$ cat config.mk
export PLATFORM = sky130hd
export DESIGN_NAME = fbod_host
export DESIGN_NICKNAME = d
export VERILOG_FILES = /design/src/fbod_pkg.sv /design/src/fbod_sync.sv /design/src/fbod_host.sv
export SDC_FILE = /design/constraint.sdc
export NUM_CORES = 1
export LEC_CHECK = 0
export ABC_AREA = 0
export BUFFER_PORTS_ARGS = -buffer_cell sky130_fd_sc_hd__clkbuf_2
export CAP_MARGIN = 20
export CORE_MARGIN = 3
export CORE_UTILIZATION = 45
export CTS_CLUSTER_DIAMETER = 60
export DETAILED_ROUTE_END_ITERATION = 6
export PLACE_DENSITY = 0.77
export SLEW_MARGIN = 20
export SYNTH_ARGS = -nofsm -noshare
export SYNTH_HDL_FRONTEND = slang
export SYNTH_HIERARCHICAL = 1
export SYNTH_SLANG_ARGS = --single-unit
$ cat constraint.sdc
create_clock -name ref_clk_in -period 3.08 [get_ports ref_clk_in]
set_input_delay 0.616 -clock ref_clk_in [delete_from_list [all_inputs] [get_ports ref_clk_in]]
set_output_delay 0.616 -clock ref_clk_in [all_outputs]
set_load 0.01 [all_outputs]
$ cat src/fbod_pkg.sv
// Constants, pin bundles and request types for the host side of a parallel NOR flash bus.
// Assumes a 100 MHz host clock and an external level shifter that lifts the reset pin to
// the protect voltage while hv_en is high.
//
// Summary of operation
// - Reads hold chip select and output enable low, write enable high.
// - Writes hold write enable and chip select low, output enable high.
// - Sector protect: high voltage reset, write levels, A6 low, A1 high, A0 low.
// - Sector unprotect: same levels, A6 high, A1 high, A0 low.

package fbod_pkg;

  // ----------------------------------------------------------------
  // Widths and address bit positions
  // ----------------------------------------------------------------
  localparam int ADDR_W = 21;
  localparam int DATA_W = 16;
  localparam int CNT_W = 8;
  localparam int SYNC_W = DATA_W + 1;
  localparam int TOP_DQ = 15;
  localparam int LOW_BYTE_W = 8;
  localparam int PROT_A6 = 6;
  localparam int PROT_A1 = 1;
  localparam int PROT_A0 = 0;
  localparam int SYNC_STAGES = 2;

  // ----------------------------------------------------------------
  // Timing, in ns, and derived cycle counts
  // ----------------------------------------------------------------
  localparam int CLK_MHZ = 100;
  localparam int T_SETUP_NS = 10;
  localparam int T_ACC_NS = 70;
  localparam int T_WP_NS = 35;
  localparam int T_HOLD_NS = 20;
  localparam int T_RP_NS = 500;
  localparam int T_RH_NS = 50;

  function automatic logic [CNT_W-1:0] ns_to_cyc(input int ns);
    int c;
    c = (ns * CLK_MHZ + 999) / 1000;
    if (c < 1)
    begin
      c = 1;
    end
    return CNT_W'(c);
  endfunction

  localparam logic [CNT_W-1:0] SETUP_CYC = ns_to_cyc(T_SETUP_NS);
  localparam logic [CNT_W-1:0] READ_CYC = CNT_W'(ns_to_cyc(T_ACC_NS) + CNT_W'(SYNC_STAGES));
  localparam logic [CNT_W-1:0] WP_CYC = ns_to_cyc(T_WP_NS);
  localparam logic [CNT_W-1:0] HOLD_CYC = ns_to_cyc(T_HOLD_NS);
  localparam logic [CNT_W-1:0] RP_CYC = ns_to_cyc(T_RP_NS);
  localparam logic [CNT_W-1:0] RH_CYC = ns_to_cyc(T_RH_NS);
  localparam logic [CNT_W-1:0] CNT_LAST = 8'h01;

  // ----------------------------------------------------------------
  // Types
  // ----------------------------------------------------------------
  typedef enum logic [2:0] {
    FBOD_OP_READ = 3'h0,
    FBOD_OP_WRITE = 3'h1,
    FBOD_OP_PROTECT = 3'h2,
    FBOD_OP_UNPROTECT = 3'h3,
    FBOD_OP_RESET = 3'h4
  } fbod_op_t;

  typedef enum logic [5:0] {
    FBOD_ST_IDLE = 6'h01,
    FBOD_ST_SETUP = 6'h02,
    FBOD_ST_READ = 6'h04,
    FBOD_ST_WRITE = 6'h08,
    FBOD_ST_HOLD = 6'h10,
    FBOD_ST_RESET = 6'h20
  } fbod_state_t;

  typedef struct packed {
    fbod_op_t op;
    logic [ADDR_W-1:0] addr;
    logic byte_lsb;
    logic [DATA_W-1:0] wdata;
    logic byte_mode;
  } fbod_req_t;

  typedef struct packed {
    logic ce_n;
    logic oe_n;
    logic we_n;
    logic reset_n;
    logic hv_en;
    logic byte_n;
    logic protect_accel;
    logic [ADDR_W-1:0] addr;
    logic [DATA_W-1:0] dq_out;
    logic [DATA_W-1:0] dq_oe;
  } fbod_pins_t;

endpackage

$ cat src/fbod_sync.sv
// Two-stage synchroniser, one generate lane per bit.
// Assumes each input bit is an asynchronous level from a pin.
`timescale 1ns/1ps
`default_nettype none

module fbod_sync #(
  parameter int WIDTH = fbod_pkg::SYNC_W
) (
  // Clock and reset
  input wire logic ref_clk_in,
  input wire logic rst_in,
  // Pin levels and synchronised copy
  input wire logic [WIDTH-1:0] async_in,
  output logic [WIDTH-1:0] sync_out
);
  import fbod_pkg::*;

  logic [WIDTH-1:0] stage1;

  // First stage feeds only the second stage
  genvar i;
  generate
    for (i = 0; i < WIDTH; i++)
    begin : g_lane
      always_ff @(posedge ref_clk_in)
      begin
        if (rst_in)
        begin
          stage1[i] <= 1'b0;
          sync_out[i] <= 1'b0;
        end
        else
        begin
          stage1[i] <= async_in[i];
          sync_out[i] <= stage1[i];
        end
      end
    end
  endgenerate

endmodule
`default_nettype wire

$ cat src/fbod_host.sv
// Host controller that drives a parallel NOR flash through its bus pins.
// Assumes one request at a time from user logic on ref_clk_in, and that the board turns
// hv_en into the protect voltage on the flash reset pin.
`timescale 1ns/1ps
`default_nettype none

module fbod_host (
  // Clock and reset
  input wire logic ref_clk_in,
  input wire logic rst_in,
  // User request
  input wire logic req_valid_in,
  output logic req_ready_out,
  input wire fbod_pkg::fbod_req_t req_in,
  // User answer
  output logic rsp_valid_out,
  output logic [fbod_pkg::DATA_W-1:0] rsp_rdata_out,
  // User levels
  input wire logic boot_unlock_in,
  output logic device_busy_out,
  // Flash pins
  output fbod_pkg::fbod_pins_t pins_out,
  input wire logic [fbod_pkg::DATA_W-1:0] dq_in,
  input wire logic ready_busy_n_in
);
  import fbod_pkg::*;

  // ----------------------------------------------------------------
  // State
  // ----------------------------------------------------------------
  typedef struct packed {
    fbod_state_t st;
    logic [CNT_W-1:0] cnt;
    fbod_op_t op;
    fbod_pins_t pins;
    logic [DATA_W-1:0] rdata;
    logic rsp_valid;
    logic busy;
    logic [1:0] sync_fill;
  } fbod_host_t;

  fbod_host_t s;
  fbod_host_t next_s;
  logic [SYNC_W-1:0] sync_v;
  logic [DATA_W-1:0] dq_sync;
  logic ready_sync;
  logic cnt_done;
  logic [ADDR_W-1:0] prot_addr;

  // ----------------------------------------------------------------
  // Pin synchronisers
  // ----------------------------------------------------------------
  fbod_sync #(
    .WIDTH(SYNC_W)
  ) u_sync (
    .ref_clk_in(ref_clk_in),
    .rst_in(rst_in),
    .async_in({ready_busy_n_in, dq_in}),
    .sync_out(sync_v)
  );

  assign dq_sync = sync_v[DATA_W-1:0];
  assign ready_sync = sync_v[DATA_W];
  assign cnt_done = (s.cnt == CNT_LAST);

  // Protect and unprotect share A1 high and A0 low; A6 picks the direction
  always_comb
  begin
    prot_addr = req_in.addr;
    prot_addr[PROT_A6] = (req_in.op == FBOD_OP_UNPROTECT);
    prot_addr[PROT_A1] = 1'b1;
    prot_addr[PROT_A0] = 1'b0;
  end

  // ----------------------------------------------------------------
  // Next state
  // ----------------------------------------------------------------
  always_comb
  begin
    next_s = s;
    next_s.rsp_valid = 1'b0;
    // Busy is active low on the pin; the cleared synchroniser would read as busy,
    // so status is held off until both stages carry real pin levels
    next_s.sync_fill = {s.sync_fill[0], 1'b1};
    next_s.busy = s.sync_fill[1] & ~ready_sync;
    // Boot sectors stay locked unless user logic lifts the pin
    next_s.pins.protect_accel = boot_unlock_in;
    if (s.cnt != '0)
    begin
      next_s.cnt = CNT_W'(s.cnt - CNT_LAST);
    end
    unique case (s.st)
      FBOD_ST_IDLE:
      begin
        if (req_valid_in)
        begin
          next_s.op = req_in.op;
          next_s.pins.byte_n = ~req_in.byte_mode;
          next_s.pins.addr = req_in.addr;
          next_s.pins.dq_out = '0;
          next_s.pins.dq_oe = '0;
          if (req_in.op == FBOD_OP_RESET)
          begin
            // Pulse the flash reset pin; the device then returns to array read
            next_s.pins.reset_n = 1'b0;
            next_s.cnt = RP_CYC;
            next_s.st = FBOD_ST_RESET;
          end
          else
          begin
            next_s.pins.ce_n = 1'b0;
            next_s.cnt = SETUP_CYC;
            next_s.st = FBOD_ST_SETUP;
            if (req_in.op == FBOD_OP_PROTECT || req_in.op == FBOD_OP_UNPROTECT)
            begin
              next_s.pins.hv_en = 1'b1;
              next_s.pins.addr = prot_addr;
            end
            if (req_in.op != FBOD_OP_READ)
            begin
              // Output enable is already high here, so driving cannot collide
              next_s.pins.dq_out = req_in.wdata;
              next_s.pins.dq_oe = '1;
            end
            if (req_in.byte_mode)
            begin
              // Upper lanes left to the device; the top pin carries the byte bit
              next_s.pins.dq_oe[TOP_DQ-1:LOW_BYTE_W] = '0;
              next_s.pins.dq_out[TOP_DQ-1:LOW_BYTE_W] = '0;
              next_s.pins.dq_out[TOP_DQ] = req_in.byte_lsb;
              next_s.pins.dq_oe[TOP_DQ] = 1'b1;
            end
          end
        end
      end
      FBOD_ST_SETUP:
      begin
        if (cnt_done)
        begin
          if (s.op == FBOD_OP_READ)
          begin
            next_s.pins.oe_n = 1'b0;
            next_s.cnt = READ_CYC;
            next_s.st = FBOD_ST_READ;
          end
          else
          begin
            // Every command goes in as a plain write cycle
            next_s.pins.we_n = 1'b0;
            next_s.cnt = WP_CYC;
            next_s.st = FBOD_ST_WRITE;
          end
        end
      end
      FBOD_ST_READ:
      begin
        if (cnt_done)
        begin
          // Wait includes the synchroniser delay so the sample is settled
          next_s.rdata = dq_sync;
          if (s.pins.byte_n == 1'b0)
          begin
            next_s.rdata[DATA_W-1:LOW_BYTE_W] = '0;
          end
          next_s.pins.oe_n = 1'b1;
          next_s.cnt = HOLD_CYC;
          next_s.st = FBOD_ST_HOLD;
        end
      end
      FBOD_ST_WRITE:
      begin
        if (cnt_done)
        begin
          // Rising write enable latches address and data in the device
          next_s.pins.we_n = 1'b1;
          next_s.cnt = HOLD_CYC;
          next_s.st = FBOD_ST_HOLD;
        end
      end
      FBOD_ST_HOLD:
      begin
        // Data held past the strobe, and after reads this is bus turnaround
        if (cnt_done)
        begin
          next_s.pins.ce_n = 1'b1;
          next_s.pins.hv_en = 1'b0;
          next_s.pins.dq_oe = '0;
          next_s.pins.dq_out = '0;
          next_s.rsp_valid = 1'b1;
          next_s.st = FBOD_ST_IDLE;
        end
      end
      FBOD_ST_RESET:
      begin
        if (cnt_done)
        begin
          if (s.pins.reset_n == 1'b0)
          begin
            // Release, then wait until reads are allowed again
            next_s.pins.reset_n = 1'b1;
            next_s.cnt = RH_CYC;
          end
          else
          begin
            next_s.rsp_valid = 1'b1;
            next_s.st = FBOD_ST_IDLE;
          end
        end
      end
    endcase
  end

  // ----------------------------------------------------------------
  // Registers
  // ----------------------------------------------------------------
  always_ff @(posedge ref_clk_in)
  begin
    if (rst_in)
    begin
      s.st <= FBOD_ST_IDLE;
      s.cnt <= '0;
      s.op <= FBOD_OP_READ;
      s.pins.ce_n <= 1'b1;
      s.pins.oe_n <= 1'b1;
      s.pins.we_n <= 1'b1;
      s.pins.reset_n <= 1'b1;
      s.pins.hv_en <= 1'b0;
      s.pins.byte_n <= 1'b1;
      s.pins.protect_accel <= 1'b0;
      s.pins.addr <= '0;
      s.pins.dq_out <= '0;
      s.pins.dq_oe <= '0;
      s.rdata <= '0;
      s.rsp_valid <= 1'b0;
      s.busy <= 1'b0;
      s.sync_fill <= '0;
    end
    else
    begin
      s <= next_s;
    end
  end

  // ----------------------------------------------------------------
  // Outputs
  // ----------------------------------------------------------------
  assign req_ready_out = (s.st == FBOD_ST_IDLE);
  assign rsp_valid_out = s.rsp_valid;
  assign rsp_rdata_out = s.rdata;
  assign device_busy_out = s.busy;
  assign pins_out = s.pins;

endmodule
`default_nettype wire

---- Yosys cells after proc, flatten, opt, wreduce, memory -nomap -nowiden ----
Index checks and enable logic that the tools add are counted.
cells by class
  bitwise operators ....................... 3
  eq/ne operators ......................... 23
  div/mod/pow operators ................... 0
  multiply operators ...................... 0
  add/sub/neg operators ................... 1
  order comparisons ....................... 0
  shift operators ......................... 0
  reduce and logical (&&, ||, !) cells .... 18
  muxes and demuxes ....................... 41
operators by type and width
  kind                 number
  $mux 32              3
  $pmux 32 s2          1
  $mux 14              4
  $mux 8               5
  $mux 39              1
  $pmux 8 s4           1
  $pmux 6 s5           1
  $ne 2x2->1 const B   10
  $mux 18              1
  $reduce_and 4->1     4
  $mux 1               12
  $mux 12              1
  $mux 6               2
  $pmux 1 s2           6
  $eq 8x1->1 const B   1
  $reduce_bool 2->1    4
  $reduce_bool 8->1    1
  $sub 8x1->8 const B  1
  $mux 7               1
  $eq 3x2->1 const B   2
  $eq 6x1->1 const B   1
  $eq 6x2->1 const B   1
  $eq 6x3->1 const B   1
  $eq 6x4->1 const B   1
  other kinds (16)     20
storage, ports and cells
  memories kept ........................... 0
  output and inout bits ................... 79
  ROM bits ................................ 0
  bits in writable memories ............... 0
  latch bits .............................. 0
  input port bits ......................... 63
  flip-flop bits (word level) ............. 131

---- Logic depth before layout (Yosys ltp) ----
Gate-level depths: netlist of the first run.
  depth after elaboration ................. 6
  gate-level depth with buffers ........... 9
  gate-level depth less buffers ........... 7

---- Cells and area by module ----
Netlist of the first run, hierarchy kept.
modules (own cells, without submodules)
  module     times used  area an instance (sq um)  cells each
  fbod_host  1           4147.7                    501
  fbod_sync  1           937.1                     71

---- Worst setup path before layout of the first run ----
OpenSTA, ideal clock, no wires.
  path type ............................... register -> register
  start point ............................. register s[96] in the netlist's numbering
  end point ............................... register s (netlist bit pins_out[22])
  cell stages (with the launch flop) ...... 9
  path buffers ............................ 3
  slack ................................... 0.889 ns
  required time ........................... 2.952 ns
  setup time .............................. 0.128 ns
  data arrival time ....................... 2.063 ns
  cell sequence ........................... dfxtp_1 buf_6 or4_4 buf_6 nor3b_4 a21oi_2 buf_6 a22oi_1 nor2_1
between the ends
  longest elaborated chain between the ends .. 3
  elaborated cells between the ends (all ways) .. 7
  those cells by class .................... 4 x eq/ne; 1 x mux; 2 x reduce/logical
ends and longest elaborated chain
  what                                                                     line              RTL
  from (decl)                                                              fbod_host.sv:42   fbod_host_t s;
  from (signal assigned)                                                   fbod_host.sv:240  s <= next_s;
  $eq 6x5->1 / $eq 6x1->1 (equally long branches)                          fbod_host.sv:92   unique case (s.st)
  $ne 2x2->1 (no source line) / $reduce_bool 2->1 (equally long branches)  --
  $reduce_and 3->1 (no source line)                                        --
Parallel ways exist; a longest one is shown, timed or not.
A chain may end at the register's enable or synchronous reset.

---- Worst setup path in the final report of the first run ----
  start point ............................. register s[96] in the netlist's numbering
  end point ............................... output port req_ready_out
between the ends
  longest elaborated chain between the ends .. 1
ends and longest elaborated chain
  what        line              RTL
  $eq 6x1->1  fbod_host.sv:247  assign req_ready_out = (s.st == FBOD_ST_IDLE);
  to (decl)   fbod_host.sv:13   output logic req_ready_out,
Every way passes these cells.

==> results.yml, run 1 <==
timing:
  final.setup.tns_ns: 0
  slew_viol_final: 0
  slew_headroom: 0.454
  hold_viol_final: 0
  period_needed_ns: 2.56
  whs_ns: 0.388
  fmax_ghz: 0.390
  setup_viol: 0
  tightestPinTransition_ns: 0.818
  fin_crit_sh: 0.832
  rsz0062_at_grt: "false"
  skew_ns: 0.00681
placement:
  dpl_cell_area_um2: 5290
  port_buffers: 141
  routabilityCongestion: 0.888
  placed_cells: 756
  hpwl_um: 8110
logic_synthesis:
  synth-adder-area-share: 0.00492
  ys_ff_latch: 118
  synth_top_family_by_area: "simple AND/OR/NAND/NOR gates"
  dominantRegCellSynth: "dfxtp_1"
  synth_xor_xnor_area_share: 0.0121
  synth.distinct_cells: 54
  yosys.area_share.simple: 0.234
  synthesis.nets: 637
  ys_seq_area_frac: 0.465
  avgSynthCellArea_um2: 8.89
  netlist_area_um2: 5080
  synth_compound_area_frac: 0.131
  synth_edf_count: 0
  netlist_instances: 572
  synthArstFlopShare: 0
  yosys_warnings: 6
  synth_mux_area_frac: 0.00221
flow_run:
  maxCapViolCount: 0
die:
  io_pins: 142
  die_w_um: 112
  initial_utilization: 0.465
  die_area_um2: 12600
  core_um2: 10900
  die_y_um: 112
  rows: 38
route:
  wl_per_cell_um: 14.5
  drc: 0
  drt-total-wl_um: 11400
  drt_iter0_markers: 220
  dr_total_vias: 4049
  antenna_left: 0
  vias_per_cell: 5.14
  dr.pass1.iters: 7
setup_path:
  crit_fanout: 10
  r2r-end: "s[90]"
  rr_startpoint: "s[83]"
  arrival_ns: 1.95
  crit_path_end_kind: "output pin"
  path_class: "flip-flop to output pin"
  worstPathRequired_ns: 2.46
  cp_slowest_stage_delay_ns: 0.64
  r2r_cells: 7
  crit_chain: "or4_4 -> nor2_1 -> clkbuf_2"
  worst_setup_path_start_kind: "flip-flop"
  slowest_stage: "or4_4"
  rrSetupSlack_ns: 0.61
cts:
  cts_setup_buffers: 0
  clock_latency_ns: 0.40
  cts_tree: "yes"
  numCtsBuffers: 17
  htree_levels: 4
  cts_buffer_depth: 2
  ctsHoldBuffers: 0
  cts_resized: 0
  root_buffer: "clkbuf_16"
  cts_num_sinks: 118
  clkSlewWorstSetupHoldPaths_ns: 0.06
pwr:
  powerDensity_nw_per_um2: 783
  p_seq_frac: 0.377
  p_leak_nw: 2.51
  p_switching_w: 0.00134
  switching_share: 0.291
  power.internal_w: 0.00327
  power_frac_clock: 0.425
  comb_power_share: 0.198
  peakVddDrop_uv: 539
global_routing:
  grt_max_degree: 44
  gr-total-overflow: 0
  grt_pass1_wl_um: 18700
  grt_usage: 0.181
  grt_pass1_vias: 3863
  antenna_found_initial: 0
run_status:
  status: "finished clean"
layout:
  stdcell_area_um2: 5890
  n_antenna_cell: 0
  drive_gt1_frac: 0.307
  instances_no_fill: 788
  synthToLayoutAreaGrowth_pct: 15.8
  nets: 700
hold_path:
  holdCritStartpoint: "u_sync/sync_out[16]"
  min_path_cells: 1
  min_to: "device_busy_out"
  min_path_type: "flip-flop to flip-flop"
[area by class of cell]
cell class | instances | area [um2]
fill | 984 | 5040
sequential | 118 | 2360
multi-input combinational | 342 | 1950
timing repair buffer | 150 | 776
clock buffer | 19 | 453
tap | 140 | 175
clock inverter | 13 | 148
inverter | 6 | 22.5
[power groups by stage]
stage                     Clock (W)  Combinational [W]  Sequential, W
after detailed placement          0           0.000908        0.00177
after floorplan                   0           0.000706        0.00173
after global routing        0.00208            0.00101        0.00176
after global placement            0           0.000891        0.00176
after CTS                   0.00199           0.000915        0.00174
final                       0.00196           0.000913        0.00174
[metrics by stage]
step | util | worst slack, ns | total power [W]
after floorplan | - | 0.889 | 0.00244
after CTS | 0.539 | 0.525 | 0.00464
after global routing | 0.539 | 0.414 | 0.00484
final | 0.539 | 0.516 | 0.00461
after detailed placement | 0.484 | 0.624 | 0.00268
after global placement | 0.484 | 0.753 | 0.00265
[layer usage]
| layer | track usage | routed length, um | vias to the layer above |
|---|---|---|---|
| met2 | 0.300 | 5540 | 166 |
| met3 | 0.0431 | 761 | 18 |
| met1 | 0.231 | 4950 | 1858 |
| met5 | 0 | 0 | - |
| met4 | 0.0689 | 174 | 0 |
| li1 | - | - | 2007 |
[cells in the mapped netlist (2+ instances only)]
master,instances,share of area
a21oi_1,53,0.052
a22o_1,2,0.0034
a22oi_1,18,0.027
a311oi_1,3,0.0052
a31oi_1,3,0.0037
a32oi_1,4,0.0069
and2b_2,4,0.0069
buf_2,5,0.0049
buf_4,77,0.11
buf_6,7,0.016
clkbuf_1,16,0.012
dfxtp_1,118,0.46
ha_1,2,0.0049
inv_1,6,0.0044
nand2_1,85,0.063
nand2b_1,4,0.0049
nand3_1,11,0.011
nand4_1,2,0.0025
nor2_1,37,0.027
nor2b_1,36,0.044
nor3_1,10,0.0098
nor3_4,2,0.0064
nor3b_1,3,0.0044
nor4_1,8,0.0098
o211ai_1,5,0.0074
o21ai_0,6,0.0059
o31ai_1,2,0.0030
or3_1,7,0.0086
or3b_2,3,0.0052
or4_1,3,0.0044
or4_4,2,0.0044
xnor2_1,2,0.0034
xor2_1,5,0.0086
[layout by cell type, fill, tap and decap left out, drive strengths merged, types with 9 or more instances in the layout]
cell type and instances:
a21oi 54, a22oi 18, buf 10, clkbuf 159, dfxtp 118, nand2 85
nand3 11, nor2 37, nor2b 36, nor3 12, nor4 9
[how the worst max path moves through the flow]
stage,endpoint,startpoint,slack [ns]
after floorplan,pins_out[22],s[96],0.89
after global placement,pins_out[25],s[96],0.75
after detailed placement,s[90],s[83],0.62
after CTS,req_ready_out,s[96],0.52
after global routing,req_ready_out,s[96],0.41
final,req_ready_out,s[96],0.52
[worst max-delay path, delay by kind of cell, from the launching register on]
kind,cells,cell delay [ns]
buffers and inverters,1,0.20
flip-flops,1,0.39
AND/OR/NAND/NOR,2,0.95
[cells by family (layout without fill, tap and decap cells)]
group | count (synthesis) | after routing
AO/OA/AOI/OAI | 106 | 106
AND/OR/NAND/NOR | 226 | 226
XOR/XNOR | 7 | 7
buffers and inverters | 112 | 188
multiplexers | 1 | 1
adder cells (fa/ha/maj) | 2 | 2
flip-flops | 118 | 118
[state kept, by name, summed over array words and instances, names as in the netlist]
register / count
s: 18
u_sync/sync_out: 17
u_sync/stage1: 17
device_busy_out: 1
next_s: 1
rsp_rdata_out: 16
pins_out: 47
rsp_valid_out: 1
Power figures use the tool's default switching activity.
==> run 2: changes to the inputs <==
- PLACE_DENSITY: 0.77 -> 0.8
- clock period: 3.08 -> 2.28 ns (I/O delays scaled with it)
==> run 2 against run 1 <==
Compared with the run above: sequential power increased by 35%; routed wire length up 1.2%; clock power up 21%; combinational power rose by 39%; cell count grew 1.4%; clock-buffer cell count shrank 2; via count rose by 2.0%; register-to-register slack worse by 0.54 ns; sequential share of layout area shrank 0.50 points; first-iteration DRC count rose by 17%; largest cell class unchanged; largest power group unchanged.
==> results.yml, run 2 (synthesis gave the netlist of run 1 again) <==
placement:
  dpl_cell_area_um2: 5380
  port_buffers: 141
  placed_cells: 766
  pre_cts_slack_ns: 0.0241
  hpwl_um: 8200
  routabilityCongestion: 0.880
route:
  drc: 0
  dr_total_vias: 4128
  vias_per_cell: 5.17
  antenna_left: 0
  wl_per_cell_um: 14.5
  drt_iter0_markers: 257
  dr.pass1.iters: 5
  drt-total-wl_um: 11600
setup_path:
  crit_path_end_kind: "flip-flop"
  r2r-end: "rsp_rdata_out[9]"
  rrSetupSlack_ns: 0.07
  crit_fanout: 8
  rr_startpoint: "s[87]"
  arrival_ns: 2.55
  worst_setup_path_start_kind: "flip-flop"
  r2r_cells: 8
  worstPathRequired_ns: 2.62
  path_class: "flip-flop to flip-flop"
cts:
  root_buffer: "clkbuf_16"
  ctsHoldBuffers: 0
  clock_latency_ns: 0.41
  cts_buffer_depth: 2
  cts_tree: "yes"
  clkSlewWorstSetupHoldPaths_ns: 0.06
  numCtsBuffers: 17
  htree_levels: 4
  cts_num_sinks: 118
die:
  io_pins: 142
  die_w_um: 112
  die_area_um2: 12600
  initial_utilization: 0.465
  core_um2: 10900
  rows: 38
  die_y_um: 112
pwr:
  peakVddDrop_uv: 668
  p_leak_nw: 2.55
  powerDensity_nw_per_um2: 1000
global_routing:
  grt_max_degree: 48
  grt_usage: 0.183
  grt_pass1_wl_um: 18700
  grt_pass1_vias: 3924
  antenna_found_initial: 0
  gr-total-overflow: 0
timing:
  fin_crit_sh: 0.969
  final.setup.tns_ns: 0
  slew_viol_final: 0
  worst_slack_ns: 0.0702
  fmax_ghz: 0.453
  whs_ns: 0.249
  tightestPinTransition_ns: 0.610
  slew_headroom: 0.592
  skew_ns: 0.00670
  hold_viol_final: 0
  setup_viol: 0
  period_needed_ns: 2.21
layout:
  largest_reg_flops: 47
  layout_commonest_cell: "clkbuf_2"
  layout_common_cells: "clkbuf_2 (140), dfxtp_1 (116), nand2_1 (85)"
  stdcell_area_um2: 5980
  drive_gt1_frac: 0.334
  instances_no_fill: 799
  synthToLayoutAreaGrowth_pct: 17.5
  n_antenna_cell: 0
  nets: 712
hold_path:
  min_path_type: "primary input to flip-flop"
  min_path_cells: 2
  min_to: "u_sync/stage1[5]"
  holdCritStartpoint: "dq_in[5]"
flow_run:
  maxCapViolCount: 0
run_status:
  status: "finished clean"
run 2: final cells by class:
cell class / count / area (um2)
Multi-Input combinational cell: 342 / 1990
Tap cell: 140 / 175
Fill cell: 987 / 4960
Clock inverter: 14 / 103
Timing Repair Buffer: 162 / 896
Inverter: 6 / 22.5
Sequential cell: 118 / 2370
Clock buffer: 17 / 425
run 2: how the worst max path moves through the flow:
| stage | from | end | slack [ns] | depth (start not counted) |
|---|---|---|---|---|
| finish | s[87] | rsp_rdata_out[9] | 0.07 | 8 |
| global route | s[84] | rsp_rdata_out[10] | -0.04 | 10 |
| CTS | s[93] | req_ready_out | 0.008 | 3 |
| detailed placement | s[83] | s[83] | 0.02 | 7 |
| global placement | s[83] | s[89] | 0.07 | 6 |
| floorplan | s[96] | pins_out[22] | 0.09 | 8 |
run 2: layer usage:
metal / up-vias / wire, um / global-route usage
met2: 165 / 5750 / 0.307
met3: 16 / 884 / 0.0663
met5: - / 0 / 0
met1: 1921 / 4770 / 0.216
met4: 0 / 161 / 0.0649
li1: 2026 / - / -
run 2: timing repair:
action                                  in CTS  in global routing
setup buffers                                0                  1
gates cloned                                 0                  1
endpoints found under the setup margin       4                 39
pin swaps                                    0                  6
gates resized for setup                      1                 14
run 2: power by group:
| group | switching [W] | internal [W] |
|---|---|---|
| clock | 0.000980 | 0.00139 |
| combinational | 0.000713 | 0.000559 |
| sequential | 0.000136 | 0.00222 |
| total | 0.00183 | 0.00416 |
run 2: critical path, cell delays in order, from the launching register on:
cell     delay [ns]
dfxtp_4        0.36
or4_4          0.58
or2_4          0.25
buf_4          0.16
nor4b_4        0.24
buf_4          0.18
buf_12         0.12
nand3_1        0.07
a21oi_1        0.17
run 2: through the flow:
step	util	power [W]
after floorplan	-	0.00330
after global placement	0.492	0.00357
after detailed placement	0.492	0.00360
after CTS	0.540	0.00598
after global routing	0.547	0.00626
final	0.547	0.00599
